File: src/hw/expander_cfg.svh
// constants for the two-wire input expander access block
`ifndef EXPANDER_CFG_SVH
`define EXPANDER_CFG_SVH

// fixed upper slave address bits a6..a4
`define ADDR_FIXED      3'h6
// register byte offsets on the avalon side
`define REG_CTRL        4'h0
`define REG_STATUS      4'h4
`define REG_LOG         4'h8
`define REG_LEVEL       4'hC
// control register fields and reset value
`define CTRL_EN_BIT     0
`define CTRL_RESET      1'h1
// status register field positions
`define ST_MASK_LSB     0
`define ST_FLAGS_LSB    8
`define ST_SNAP_LSB     16
`define ST_ALERT_BIT    24
`define ST_BUSY_BIT     25
// log register valid flag position
`define LOG_VALID_BIT   8
// reset values of the expander state
`define MASK_RESET      8'h00
`define FLAGS_RESET     8'h00
// mask byte log fifo shape
`define LOG_WIDTH       8
`define LOG_DEPTH       32
`define LOG_LEVEL_W     6
// cycles after reset release before straps and inputs are caught
`define PRIME_CYCLES    2'h3

`endif

File: src/hw/expander_pkg.sv
// types shared by the input expander access design
package expander_pkg;

  // serial link states, gray coded along the usual path
  typedef enum logic [2:0] {
    LINK_IDLE   = 3'h0,
    LINK_ADDR   = 3'h1,
    LINK_AACK   = 3'h3,
    LINK_RX     = 3'h2,
    LINK_RACK   = 3'h6,
    LINK_TX     = 3'h7,
    LINK_TACK   = 3'h5,
    LINK_IGNORE = 3'h4
  } link_state_type;

endpackage

File: src/hw/byte_fifo.sv
// synchronous fifo with valid/ready on both sides
`timescale 1ns/1ps
`default_nettype none
module byte_fifo #(
  parameter int WIDTH = 8,
  parameter int DEPTH = 32,
  parameter int LW    = $clog2(DEPTH) + 1
) (
  // clock and reset
  input  wire logic             clk_i,
  input  wire logic             rst_n_i,
  // filling side
  input  wire logic             in_valid_i,
  output logic                  in_ready_o,
  input  wire logic [WIDTH-1:0] in_data_i,
  // draining side
  output logic                  out_valid_o,
  input  wire logic             out_ready_i,
  output logic      [WIDTH-1:0] out_data_o,
  output logic      [LW-1:0]    level_o
);
  localparam int PW = $clog2(DEPTH);

  logic [WIDTH-1:0] mem_r [DEPTH];
  logic [PW-1:0]    wr_r;
  logic [PW-1:0]    wr_nxt;
  logic [PW-1:0]    rd_r;
  logic [PW-1:0]    rd_nxt;
  logic [LW-1:0]    cnt_r;
  logic [LW-1:0]    cnt_nxt;
  logic             push;
  logic             pop;

  // honest full and empty from the count
  assign in_ready_o  = (cnt_r != LW'(DEPTH));
  assign out_valid_o = (cnt_r != '0);
  assign out_data_o  = mem_r[rd_r];
  assign level_o     = cnt_r;
  assign push        = in_valid_i & in_ready_o;
  assign pop         = out_valid_o & out_ready_i;

  // pointer and count next values
  always_comb begin
    wr_nxt  = push ? PW'(wr_r + 1'b1) : wr_r;
    rd_nxt  = pop ? PW'(rd_r + 1'b1) : rd_r;
    cnt_nxt = cnt_r;
    if (push & ~pop) begin
      cnt_nxt = LW'(cnt_r + 1'b1);
    end else if (pop & ~push) begin
      cnt_nxt = LW'(cnt_r - 1'b1);
    end
  end

  // pointer registers
  always_ff @(posedge clk_i or negedge rst_n_i) begin
    if (!rst_n_i) begin
      wr_r  <= '0;
      rd_r  <= '0;
      cnt_r <= '0;
    end else begin
      wr_r  <= wr_nxt;
      rd_r  <= rd_nxt;
      cnt_r <= cnt_nxt;
    end
  end

  // storage, no reset needed
  always_ff @(posedge clk_i) begin
    if (push) begin
      mem_r[wr_r] <= in_data_i;
    end
  end
endmodule
`default_nettype wire

File: src/hw/input_expander.sv
// two-wire slave access logic of an eight-input port expander
//
// Added by the designer: the Avalon-MM interface to the registers and the address map.
`include "expander_cfg.svh"
`timescale 1ns/1ps
`default_nettype none
module input_expander
  import expander_pkg::*;
(
  // clock and reset
  input  wire logic        CLOCK_I,
  input  wire logic        RESETN_I,
  // two-wire bus pins
  input  wire logic        SCL_I,
  input  wire logic        SDA_I,
  output logic             SDA_O,
  output logic             SDA_OE_O,
  // address straps
  input  wire logic [1:0]  ADDR_STRAP_LOW_I,
  input  wire logic [1:0]  ADDR_STRAP_HIGH_I,
  // monitored inputs
  input  wire logic [7:0]  INPUT_LINES_I,
  // open-drain change alert
  output logic             ALERT_N_O,
  output logic             ALERT_OE_O,
  // avalon-mm register slave
  input  wire logic [3:0]  AVS_ADDRESS_I,
  input  wire logic        AVS_READ_I,
  input  wire logic        AVS_WRITE_I,
  input  wire logic [31:0] AVS_WRITEDATA_I,
  input  wire logic [3:0]  AVS_BYTEENABLE_I,
  output logic [31:0]      AVS_READDATA_O,
  output logic             AVS_WAITREQUEST_O
);

  // edge helpers on synchronised levels
  function automatic logic rising(input logic now, input logic prev);
    rising = now & ~prev;
  endfunction

  function automatic logic falling(input logic now, input logic prev);
    falling = ~now & prev;
  endfunction

  // pin synchronisers
  logic [1:0] scl_sync_r;
  logic [1:0] sda_sync_r;
  logic [7:0] in_meta_r;
  logic [7:0] in_s_r;
  logic [3:0] strap_meta_r;
  logic [3:0] strap_s_r;
  logic       scl_d_r;
  logic       sda_d_r;

  // pin synchronisers and one-cycle history
  always_ff @(posedge CLOCK_I or negedge RESETN_I) begin
    if (!RESETN_I) begin
      scl_sync_r   <= 2'h3;
      sda_sync_r   <= 2'h3;
      in_meta_r    <= 8'h00;
      in_s_r       <= 8'h00;
      strap_meta_r <= 4'h0;
      strap_s_r    <= 4'h0;
      scl_d_r      <= 1'b1;
      sda_d_r      <= 1'b1;
    end else begin
      scl_sync_r   <= {scl_sync_r[0], SCL_I};
      sda_sync_r   <= {sda_sync_r[0], SDA_I};
      in_meta_r    <= INPUT_LINES_I;
      in_s_r       <= in_meta_r;
      strap_meta_r <= {ADDR_STRAP_HIGH_I, ADDR_STRAP_LOW_I};
      strap_s_r    <= strap_meta_r;
      scl_d_r      <= scl_sync_r[1];
      sda_d_r      <= sda_sync_r[1];
    end
  end

  logic scl_s;
  logic sda_s;
  logic scl_rise;
  logic scl_fall;
  logic bus_start;
  logic bus_stop;

  // bus events from synchronised levels
  assign scl_s     = scl_sync_r[1];
  assign sda_s     = sda_sync_r[1];
  assign scl_rise  = rising(scl_s, scl_d_r);
  assign scl_fall  = falling(scl_s, scl_d_r);
  assign bus_start = scl_s & scl_d_r & falling(sda_s, sda_d_r);
  assign bus_stop  = scl_s & scl_d_r & rising(sda_s, sda_d_r);

  // expander state
  logic [1:0] prime_r;
  logic [1:0] prime_nxt;
  logic [3:0] addr_low_r;
  logic [3:0] addr_low_nxt;
  logic [7:0] mask_r;
  logic [7:0] mask_nxt;
  logic [7:0] flags_r;
  logic [7:0] flags_nxt;
  logic [7:0] ref_r;
  logic [7:0] ref_nxt;
  logic [7:0] snap_r;
  logic [7:0] snap_nxt;
  logic [7:0] txflags_r;
  logic [7:0] txflags_nxt;
  logic       alert_n_r;
  logic       alert_n_nxt;
  logic [7:0] diff;
  logic       primed;

  // serial link state
  link_state_type state_r;
  link_state_type state_nxt;
  logic [7:0] shift_r;
  logic [7:0] shift_nxt;
  logic [2:0] bit_r;
  logic [2:0] bit_nxt;
  logic       full_r;
  logic       full_nxt;
  logic       rw_r;
  logic       rw_nxt;
  logic       sel_r;
  logic       sel_nxt;
  logic       sda_low_r;
  logic       sda_low_nxt;
  logic       xfer_r;
  logic       xfer_nxt;
  logic       snap_now;
  logic       clear_now;
  logic       mask_load;
  logic       addr_match;

  // register bus and log fifo
  logic        en_r;
  logic        en_nxt;
  logic        bus_ack_r;
  logic        bus_ack_nxt;
  logic [31:0] rdata_r;
  logic [31:0] rdata_nxt;
  logic        log_ready;
  logic        log_valid;
  logic        log_pop;
  logic [7:0]  log_data;
  logic [`LOG_LEVEL_W-1:0] log_level;

  assign primed = (prime_r == `PRIME_CYCLES);
  assign diff   = in_s_r ^ ref_r;

  // fixed upper bits, strap nibble below, rw bit last
  assign addr_match = en_r && primed &&
                      shift_r[7:5] == `ADDR_FIXED &&
                      shift_r[4:1] == addr_low_r;

  // two-wire slave sequencing
  always_comb begin
    state_nxt   = state_r;
    shift_nxt   = shift_r;
    bit_nxt     = bit_r;
    full_nxt    = full_r;
    rw_nxt      = rw_r;
    sel_nxt     = sel_r;
    sda_low_nxt = sda_low_r;
    xfer_nxt    = xfer_r;
    snap_now    = 1'b0;
    clear_now   = 1'b0;
    mask_load   = 1'b0;
    if (bus_stop) begin
      state_nxt   = LINK_IDLE;
      sda_low_nxt = 1'b0;
      xfer_nxt    = 1'b0;
    end else if (bus_start) begin
      state_nxt   = LINK_ADDR;
      bit_nxt     = 3'h0;
      full_nxt    = 1'b0;
      sda_low_nxt = 1'b0;
    end else begin
      case (state_r)
        LINK_ADDR, LINK_RX: begin
          if (scl_rise) begin
            shift_nxt = {shift_r[6:0], sda_s};
            bit_nxt   = 3'(bit_r + 1'b1);
            full_nxt  = (bit_r == 3'h7);
          end else if (scl_fall && full_r) begin
            full_nxt = 1'b0;
            if (state_r == LINK_ADDR) begin
              if (addr_match) begin
                state_nxt   = LINK_AACK;
                sda_low_nxt = 1'b1;
                rw_nxt      = shift_r[0];
                sel_nxt     = 1'b0;
                xfer_nxt    = 1'b1;
                snap_now    = 1'b1;
                clear_now   = shift_r[0];
              end else begin
                state_nxt = LINK_IGNORE;
              end
            end else if (log_ready) begin
              state_nxt   = LINK_RACK;
              sda_low_nxt = 1'b1;
              mask_load   = 1'b1;
              clear_now   = 1'b1;
            end else begin
              state_nxt = LINK_IGNORE;
            end
          end
        end
        LINK_AACK, LINK_RACK: begin
          if (scl_fall) begin
            bit_nxt = 3'h0;
            if (state_r == LINK_AACK && rw_r) begin
              state_nxt   = LINK_TX;
              shift_nxt   = {snap_r[6:0], 1'b0};
              sda_low_nxt = ~snap_r[7];
            end else begin
              state_nxt   = LINK_RX;
              sda_low_nxt = 1'b0;
            end
          end
        end
        LINK_TX: begin
          if (scl_rise) begin
            bit_nxt  = 3'(bit_r + 1'b1);
            full_nxt = (bit_r == 3'h7);
          end else if (scl_fall) begin
            if (full_r) begin
              state_nxt   = LINK_TACK;
              full_nxt    = 1'b0;
              sda_low_nxt = 1'b0;
              sel_nxt     = ~sel_r;
            end else begin
              sda_low_nxt = ~shift_r[7];
              shift_nxt   = {shift_r[6:0], 1'b0};
            end
          end
        end
        LINK_TACK: begin
          if (scl_rise) begin
            if (sda_s) begin
              state_nxt = LINK_IGNORE;
            end else if (!sel_r) begin
              snap_now  = 1'b1;
              clear_now = 1'b1;
            end
          end else if (scl_fall) begin
            state_nxt   = LINK_TX;
            bit_nxt     = 3'h0;
            shift_nxt   = sel_r ? {txflags_r[6:0], 1'b0} : {snap_r[6:0], 1'b0};
            sda_low_nxt = sel_r ? ~txflags_r[7] : ~snap_r[7];
          end
        end
        LINK_IDLE, LINK_IGNORE: begin
          sda_low_nxt = 1'b0;
        end
        default: begin
          state_nxt   = LINK_IDLE;
          sda_low_nxt = 1'b0;
        end
      endcase
    end
  end

  // serial link registers
  always_ff @(posedge CLOCK_I or negedge RESETN_I) begin
    if (!RESETN_I) begin
      state_r   <= LINK_IDLE;
      shift_r   <= 8'h00;
      bit_r     <= 3'h0;
      full_r    <= 1'b0;
      rw_r      <= 1'b0;
      sel_r     <= 1'b0;
      sda_low_r <= 1'b0;
      xfer_r    <= 1'b0;
    end else begin
      state_r   <= state_nxt;
      shift_r   <= shift_nxt;
      bit_r     <= bit_nxt;
      full_r    <= full_nxt;
      rw_r      <= rw_nxt;
      sel_r     <= sel_nxt;
      sda_low_r <= sda_low_nxt;
      xfer_r    <= xfer_nxt;
    end
  end

  // transition detection, mask and alert
  always_comb begin
    prime_nxt    = primed ? prime_r : 2'(prime_r + 1'b1);
    addr_low_nxt = addr_low_r;
    mask_nxt     = mask_load ? shift_r : mask_r;
    ref_nxt      = ref_r;
    snap_nxt     = snap_now ? in_s_r : snap_r;
    txflags_nxt  = txflags_r;
    flags_nxt    = flags_r | diff;
    if (!primed) begin
      addr_low_nxt = strap_s_r;
      ref_nxt      = in_s_r;
      flags_nxt    = `FLAGS_RESET;
    end else if (clear_now) begin
      // new reference is the current input, equal to the value sent when a snapshot is taken, so later edges are caught
      ref_nxt   = in_s_r;
      flags_nxt = snap_now ? `FLAGS_RESET : diff;
      if (snap_now) begin
        txflags_nxt = flags_r | diff;
      end
    end
    // released while addressed, masked-in flags pull low otherwise
    alert_n_nxt = xfer_nxt | ~(|(flags_r & mask_r));
  end

  // detection registers
  always_ff @(posedge CLOCK_I or negedge RESETN_I) begin
    if (!RESETN_I) begin
      prime_r    <= 2'h0;
      addr_low_r <= 4'h0;
      mask_r     <= `MASK_RESET;
      flags_r    <= `FLAGS_RESET;
      ref_r      <= 8'h00;
      snap_r     <= 8'h00;
      txflags_r  <= 8'h00;
      alert_n_r  <= 1'b1;
    end else begin
      prime_r    <= prime_nxt;
      addr_low_r <= addr_low_nxt;
      mask_r     <= mask_nxt;
      flags_r    <= flags_nxt;
      ref_r      <= ref_nxt;
      snap_r     <= snap_nxt;
      txflags_r  <= txflags_nxt;
      alert_n_r  <= alert_n_nxt;
    end
  end

  // open-drain outputs, enable high while pulling low
  assign SDA_O      = 1'b0;
  assign SDA_OE_O   = sda_low_r;
  assign ALERT_N_O  = alert_n_r;
  assign ALERT_OE_O = ~alert_n_r;

  // log of received mask bytes, back-pressure nacks the byte
  byte_fifo #(
    .WIDTH (`LOG_WIDTH),
    .DEPTH (`LOG_DEPTH),
    .LW    (`LOG_LEVEL_W)
  ) mask_log (
    .clk_i       (CLOCK_I),
    .rst_n_i     (RESETN_I),
    .in_valid_i  (mask_load),
    .in_ready_o  (log_ready),
    .in_data_i   (shift_r),
    .out_valid_o (log_valid),
    .out_ready_i (log_pop),
    .out_data_o  (log_data),
    .level_o     (log_level)
  );

  // one wait cycle, then the answer
  assign AVS_WAITREQUEST_O = (AVS_READ_I | AVS_WRITE_I) & ~bus_ack_r;
  assign AVS_READDATA_O    = rdata_r;
  assign log_pop = AVS_READ_I & bus_ack_r & (AVS_ADDRESS_I == `REG_LOG);

  // register bus next values
  always_comb begin
    bus_ack_nxt = (AVS_READ_I | AVS_WRITE_I) & ~bus_ack_r;
    en_nxt      = en_r;
    rdata_nxt   = rdata_r;
    if (AVS_WRITE_I && bus_ack_r && AVS_BYTEENABLE_I[0] &&
        AVS_ADDRESS_I == `REG_CTRL) begin
      en_nxt = AVS_WRITEDATA_I[`CTRL_EN_BIT];
    end
    if (AVS_READ_I && !bus_ack_r) begin
      rdata_nxt = 32'h0000_0000;
      case (AVS_ADDRESS_I)
        `REG_CTRL: begin
          rdata_nxt[`CTRL_EN_BIT] = en_r;
        end
        `REG_STATUS: begin
          rdata_nxt[`ST_MASK_LSB +: 8]  = mask_r;
          rdata_nxt[`ST_FLAGS_LSB +: 8] = flags_r;
          rdata_nxt[`ST_SNAP_LSB +: 8]  = snap_r;
          rdata_nxt[`ST_ALERT_BIT]      = ~alert_n_r;
          rdata_nxt[`ST_BUSY_BIT]       = xfer_r;
        end
        `REG_LOG: begin
          rdata_nxt[7:0]            = log_valid ? log_data : 8'h00;
          rdata_nxt[`LOG_VALID_BIT] = log_valid;
        end
        `REG_LEVEL: begin
          rdata_nxt[`LOG_LEVEL_W-1:0] = log_level;
        end
        default: begin
          rdata_nxt = 32'h0000_0000;
        end
      endcase
    end
  end

  // register bus registers
  always_ff @(posedge CLOCK_I or negedge RESETN_I) begin
    if (!RESETN_I) begin
      en_r      <= `CTRL_RESET;
      bus_ack_r <= 1'b0;
      rdata_r   <= 32'h0000_0000;
    end else begin
      en_r      <= en_nxt;
      bus_ack_r <= bus_ack_nxt;
      rdata_r   <= rdata_nxt;
    end
  end

endmodule
`default_nettype wire

File: config.mk
export PLATFORM = sky130hd
export DESIGN_NAME = input_expander
export DESIGN_NICKNAME = d
export VERILOG_FILES = /design/src/hw/expander_pkg.sv /design/src/hw/byte_fifo.sv /design/src/hw/input_expander.sv
export VERILOG_INCLUDE_DIRS = /design/src /design/src/hw
export SDC_FILE = /design/constraint.sdc
export NUM_CORES = 1
export LEC_CHECK = 0
export BUFFER_PORTS_ARGS = -buffer_cell sky130_fd_sc_hd__buf_2
export CORE_ASPECT_RATIO = 0.8
export CORE_UTILIZATION = 40
export CTS_CLUSTER_DIAMETER = 80
export DETAILED_ROUTE_END_ITERATION = 8
export PLACE_DENSITY_LB_ADDON = 0.1
export SLEW_MARGIN = 20
export SYNTH_ARGS = -nofsm -noshare
export SYNTH_HDL_FRONTEND = slang
export SYNTH_SLANG_ARGS = --single-unit
File: constraint.sdc
create_clock -name CLOCK_I -period 7.5 [get_ports CLOCK_I]
set_clock_uncertainty 0.15 [all_clocks]
set_input_delay 0.375 -clock CLOCK_I [delete_from_list [all_inputs] [get_ports CLOCK_I]]
set_output_delay 0.375 -clock CLOCK_I [all_outputs]
set_load 0.02 [all_outputs]
==> summary.txt <==
Power
  • PwrDens: 327.7 nW/um2
  • Pleak: 0.006789 uW
  • Peak VDD IR: 192.7 uV
  • Power Total: 6184 uW

Worst setup path
  • CP Capture Type: flop
  • Critical path type: flop to flop
  • Worst EP required: 7.82 ns
  • CP Launch Type: flop
  • Crit path DAT: 4.24 ns
  • CP max FO: 32

Route
  • DRC errors left: 0
  • Routed Antenna Nets: 0
  • Final wirelength: 38,730 um
  • Initial drt markers: 696
  • Via Count: 9,474
  • Wire length per cell: 22.28 um
  • Post-DR vias/cell: 5.451
  • First drt pass iteration count: 5

Clocking
  • H-Tree Depth: 2
  • TritonCTS clock tree: built
  • Setup bufs post-CTS: 0
  • Root buffer cell: clkbuf_16
  • Clk Latency, worst-skew pair: 0.55 ns
  • CTS Buffer Depth: 3
  • Clock Sinks: 396
  • Worst-path clk slew: 0.06 ns
  • Cts bufs inserted: 41

STA
  • RSZ-0062 raised after global routing: no
  • Shortest period the worst path allows: 3.925 ns
  • Pins Over Slew Limit: 0
  • Final count of negative-setup-slack endpoints: 0
  • Hold Vio Cnt, Final: 0
  • Setup WS post-layout: 3.575 ns
  • Relative slew margins: 27.38%
  • Worst slew pin tran: 1.089 ns
  • Period utilization: 52.33%
  • Fin Setup TNS: 0 ns
  • Fmax: 254.8 MHz

Synth
  • Mean area per synthesized cell: 15.16 um2
  • Ys flop type: edfxtp_1
  • Top cells by area, synth: edfxtp_1 46%, dfrtp_1 20%, mux4_2 6.5%
  • Cell area after synthesis: 16,550 um2
  • Area leader, netlist: edfxtp_1
  • Sequential-to-total area share from yosys stat: 67.66%
  • Synth Warn #: 0
  • Area share of the largest cell type after synthesis: 46.44%
  • Syn Inst Count: 1,092
  • Post-synth EDFFs: 256
  • Yosys cell types: 79
  • Asr flop ratio synth: 35.35%
  • Flops & latches, synth: 396

Placement
  • Post-Place Setup Slack: 3.602 ns
  • Buffers on Ports: 53
  • Final Wtd Congestion: 0.8060
  • Cell Area, Placed: 17,340 um2
  • Detailed placer's ending HPWL: 24,530 um
  • Placed cell count: 1,644

Floorplanning
  • Die Wd: 229.4 um
  • Row Count: 66
  • Die H: 184.0 um
  • Core Footprint: 40,710 um2
  • Initial Util: 40.66%
  • Die Area: 42,210 um2
  • I/O Pins: 95

Global route
  • Grt ovf: 0
  • Initial antenna violation count: 0
  • First-pass GRT wire length: 59,600 um
  • Largest net degree at the start of global routing: 77
  • Total track usage: 18.71%
  • Vias in the first global route: 9,525

Final layout
  • Ant diodes: 0
  • Filler cells: 3,558
  • Layout cells sized above 1: 19.68%
  • Final #Nets: 1,236
  • Fin area: 18,870 um2
  • Synthesis-to-layout area growth: 14.01%
  • Non-Filler Instances: 1,738

Run
  • Max-Cap Viols: 0

Outcome
  • Outcome: finished clean

Worst hold path
  • Hold/Removal Path Class: input port to flop
## worst max-delay path, cell delays in order (launching register included)
cell	delay, ns
dfrtp_1	1.02
nand2_1	0.28
nor4_4	0.36
buf_4	0.34
ha_1	0.31
inv_1	0.15
ha_1	0.30
a21o_1	0.10
a21oi_1	0.09
or4_1	0.48
nand4_1	0.11
xor2_1	0.15
## metal layers
metal  up-vias  routed length, um  global-route usage, %
met2       228              16560                  26.47
met5         -                  0                      0
li1       4322                  -                      -
met3        43               2296                  4.280
met1      4881              19310                  28.98
met4         0                564                  4.160
## what timing repair did
item	4_1_cts	5_1_grt
gates resized for setup	0	0
hold endpoints to repair	86	0
hold buffers	18	0
## kinds of logic after synthesis
| group | after synthesis | synth area share [%] |
|---|---|---|
| buffers and inverters | 90 | 2.479 |
| AO/OA/AOI/OAI | 176 | 7.891 |
| adder cells (fa/ha/maj) | 19 | 1.451 |
| other | 1 | 0.02265 |
| AND/OR/NAND/NOR | 260 | 7.755 |
| multiplexers | 123 | 11.31 |
| flip-flops | 396 | 67.66 |
| XOR/XNOR | 27 | 1.429 |
## cell usage after synthesis (all sizes together), types with 3 or more instances
cell type	number
a211oi	12
and2	3
inv	20
nand3b	6
o21ai	17
nor2b	13
a22o	10
mux2i	43
dfrtp	132
nand4	7
a221o	6
nand2	100
clkbuf	36
o311ai	3
and3	3
a222oi	8
o22ai	19
a211o	4
nor2	62
nor3	4
dfstp	8
mux2	32
xnor2	23
nand3	29
or4	3
nand2b	13
ha	16
edfxtp	256
o211ai	8
a22oi	22
mux4	48
o211a	3
nor3b	4
a21oi	31
xor2	4
o221ai	9
o2111ai	8
buf	33
nor4	6
## flip-flops by register name (all words and copies together) (netlist names), 3 cells and up
name              flops
strap_meta_r          4
in_meta_r             8
txflags_r             8
AVS_READDATA_O       26
mask_log.level_o      6
strap_s_r             4
shift_r               8
mask_log.rd_r         5
snap_r                8
bit_r                 3
in_s_r                8
state_r               3
mask_log.wr_r         5
addr_low_r            4
ref_r                 8
mask_r                8
flags_r               8
mask_log.mem_r      256
## report_power, final
| group | internal, uW | switching, uW |
|---|---|---|
| clock | 1190 | 857 |
| sequential | 2700 | 233 |
| combinational | 468 | 738 |
## placed cells by master (no fill, tap or decap), types with 19 or more instances in the layout
cell type,instances
clkbuf_16,41
mux2_2,24
inv_1,20
o22ai_1,19
edfxtp_1,256
nand3_1,29
nand2_1,96
a21oi_1,31
buf_2,52
a22oi_1,22
dfrtp_1,130
mux2i_1,43
mux4_2,48
nor2_1,61
xnor2_1,23
## cell type report
type	count	area [um2]	share of cell area [%]
clock buffers	45	1051	5.569
multi-input cells	612	4967	26.32
repair buffers	89	586.8	3.109
flip-flops and latches	396	11210	59.39
inverters	21	78.83	0.4177
well taps	544	680.7	3.606
clock inverters	31	300.3	1.591
## through the flow
stage	hold slack, ns	utilization, %
2_1_floorplan	-0.07059	-
6_report	0.1567	46.36
3_5_place_dp	0.1847	42.60
4_1_cts	0.1310	46.36
3_3_place_gp	0.1834	42.60
5_1_grt	0.1620	46.36
## final timing paths
kind / from / to / slack [ns] / depth (start not counted)
hold / removal: AVS_READ_I / mask_log.rd_r[1] / 0.16 / 4
max in group asynchronous: RESETN_I / strap_s_r[1] / 5.58 / 3
setup reg to reg: state_r[1] / mask_log.level_o[5] / 3.58 / 11
setup / recovery: state_r[1] / mask_log.level_o[5] / 3.58 / 11
hold reg to reg: strap_meta_r[3] / strap_s_r[3] / 0.20 / 0
min in group asynchronous: RESETN_I / mask_log.level_o[1] / 0.29 / 2
Note: power is estimated with default switching activity, not from simulation.
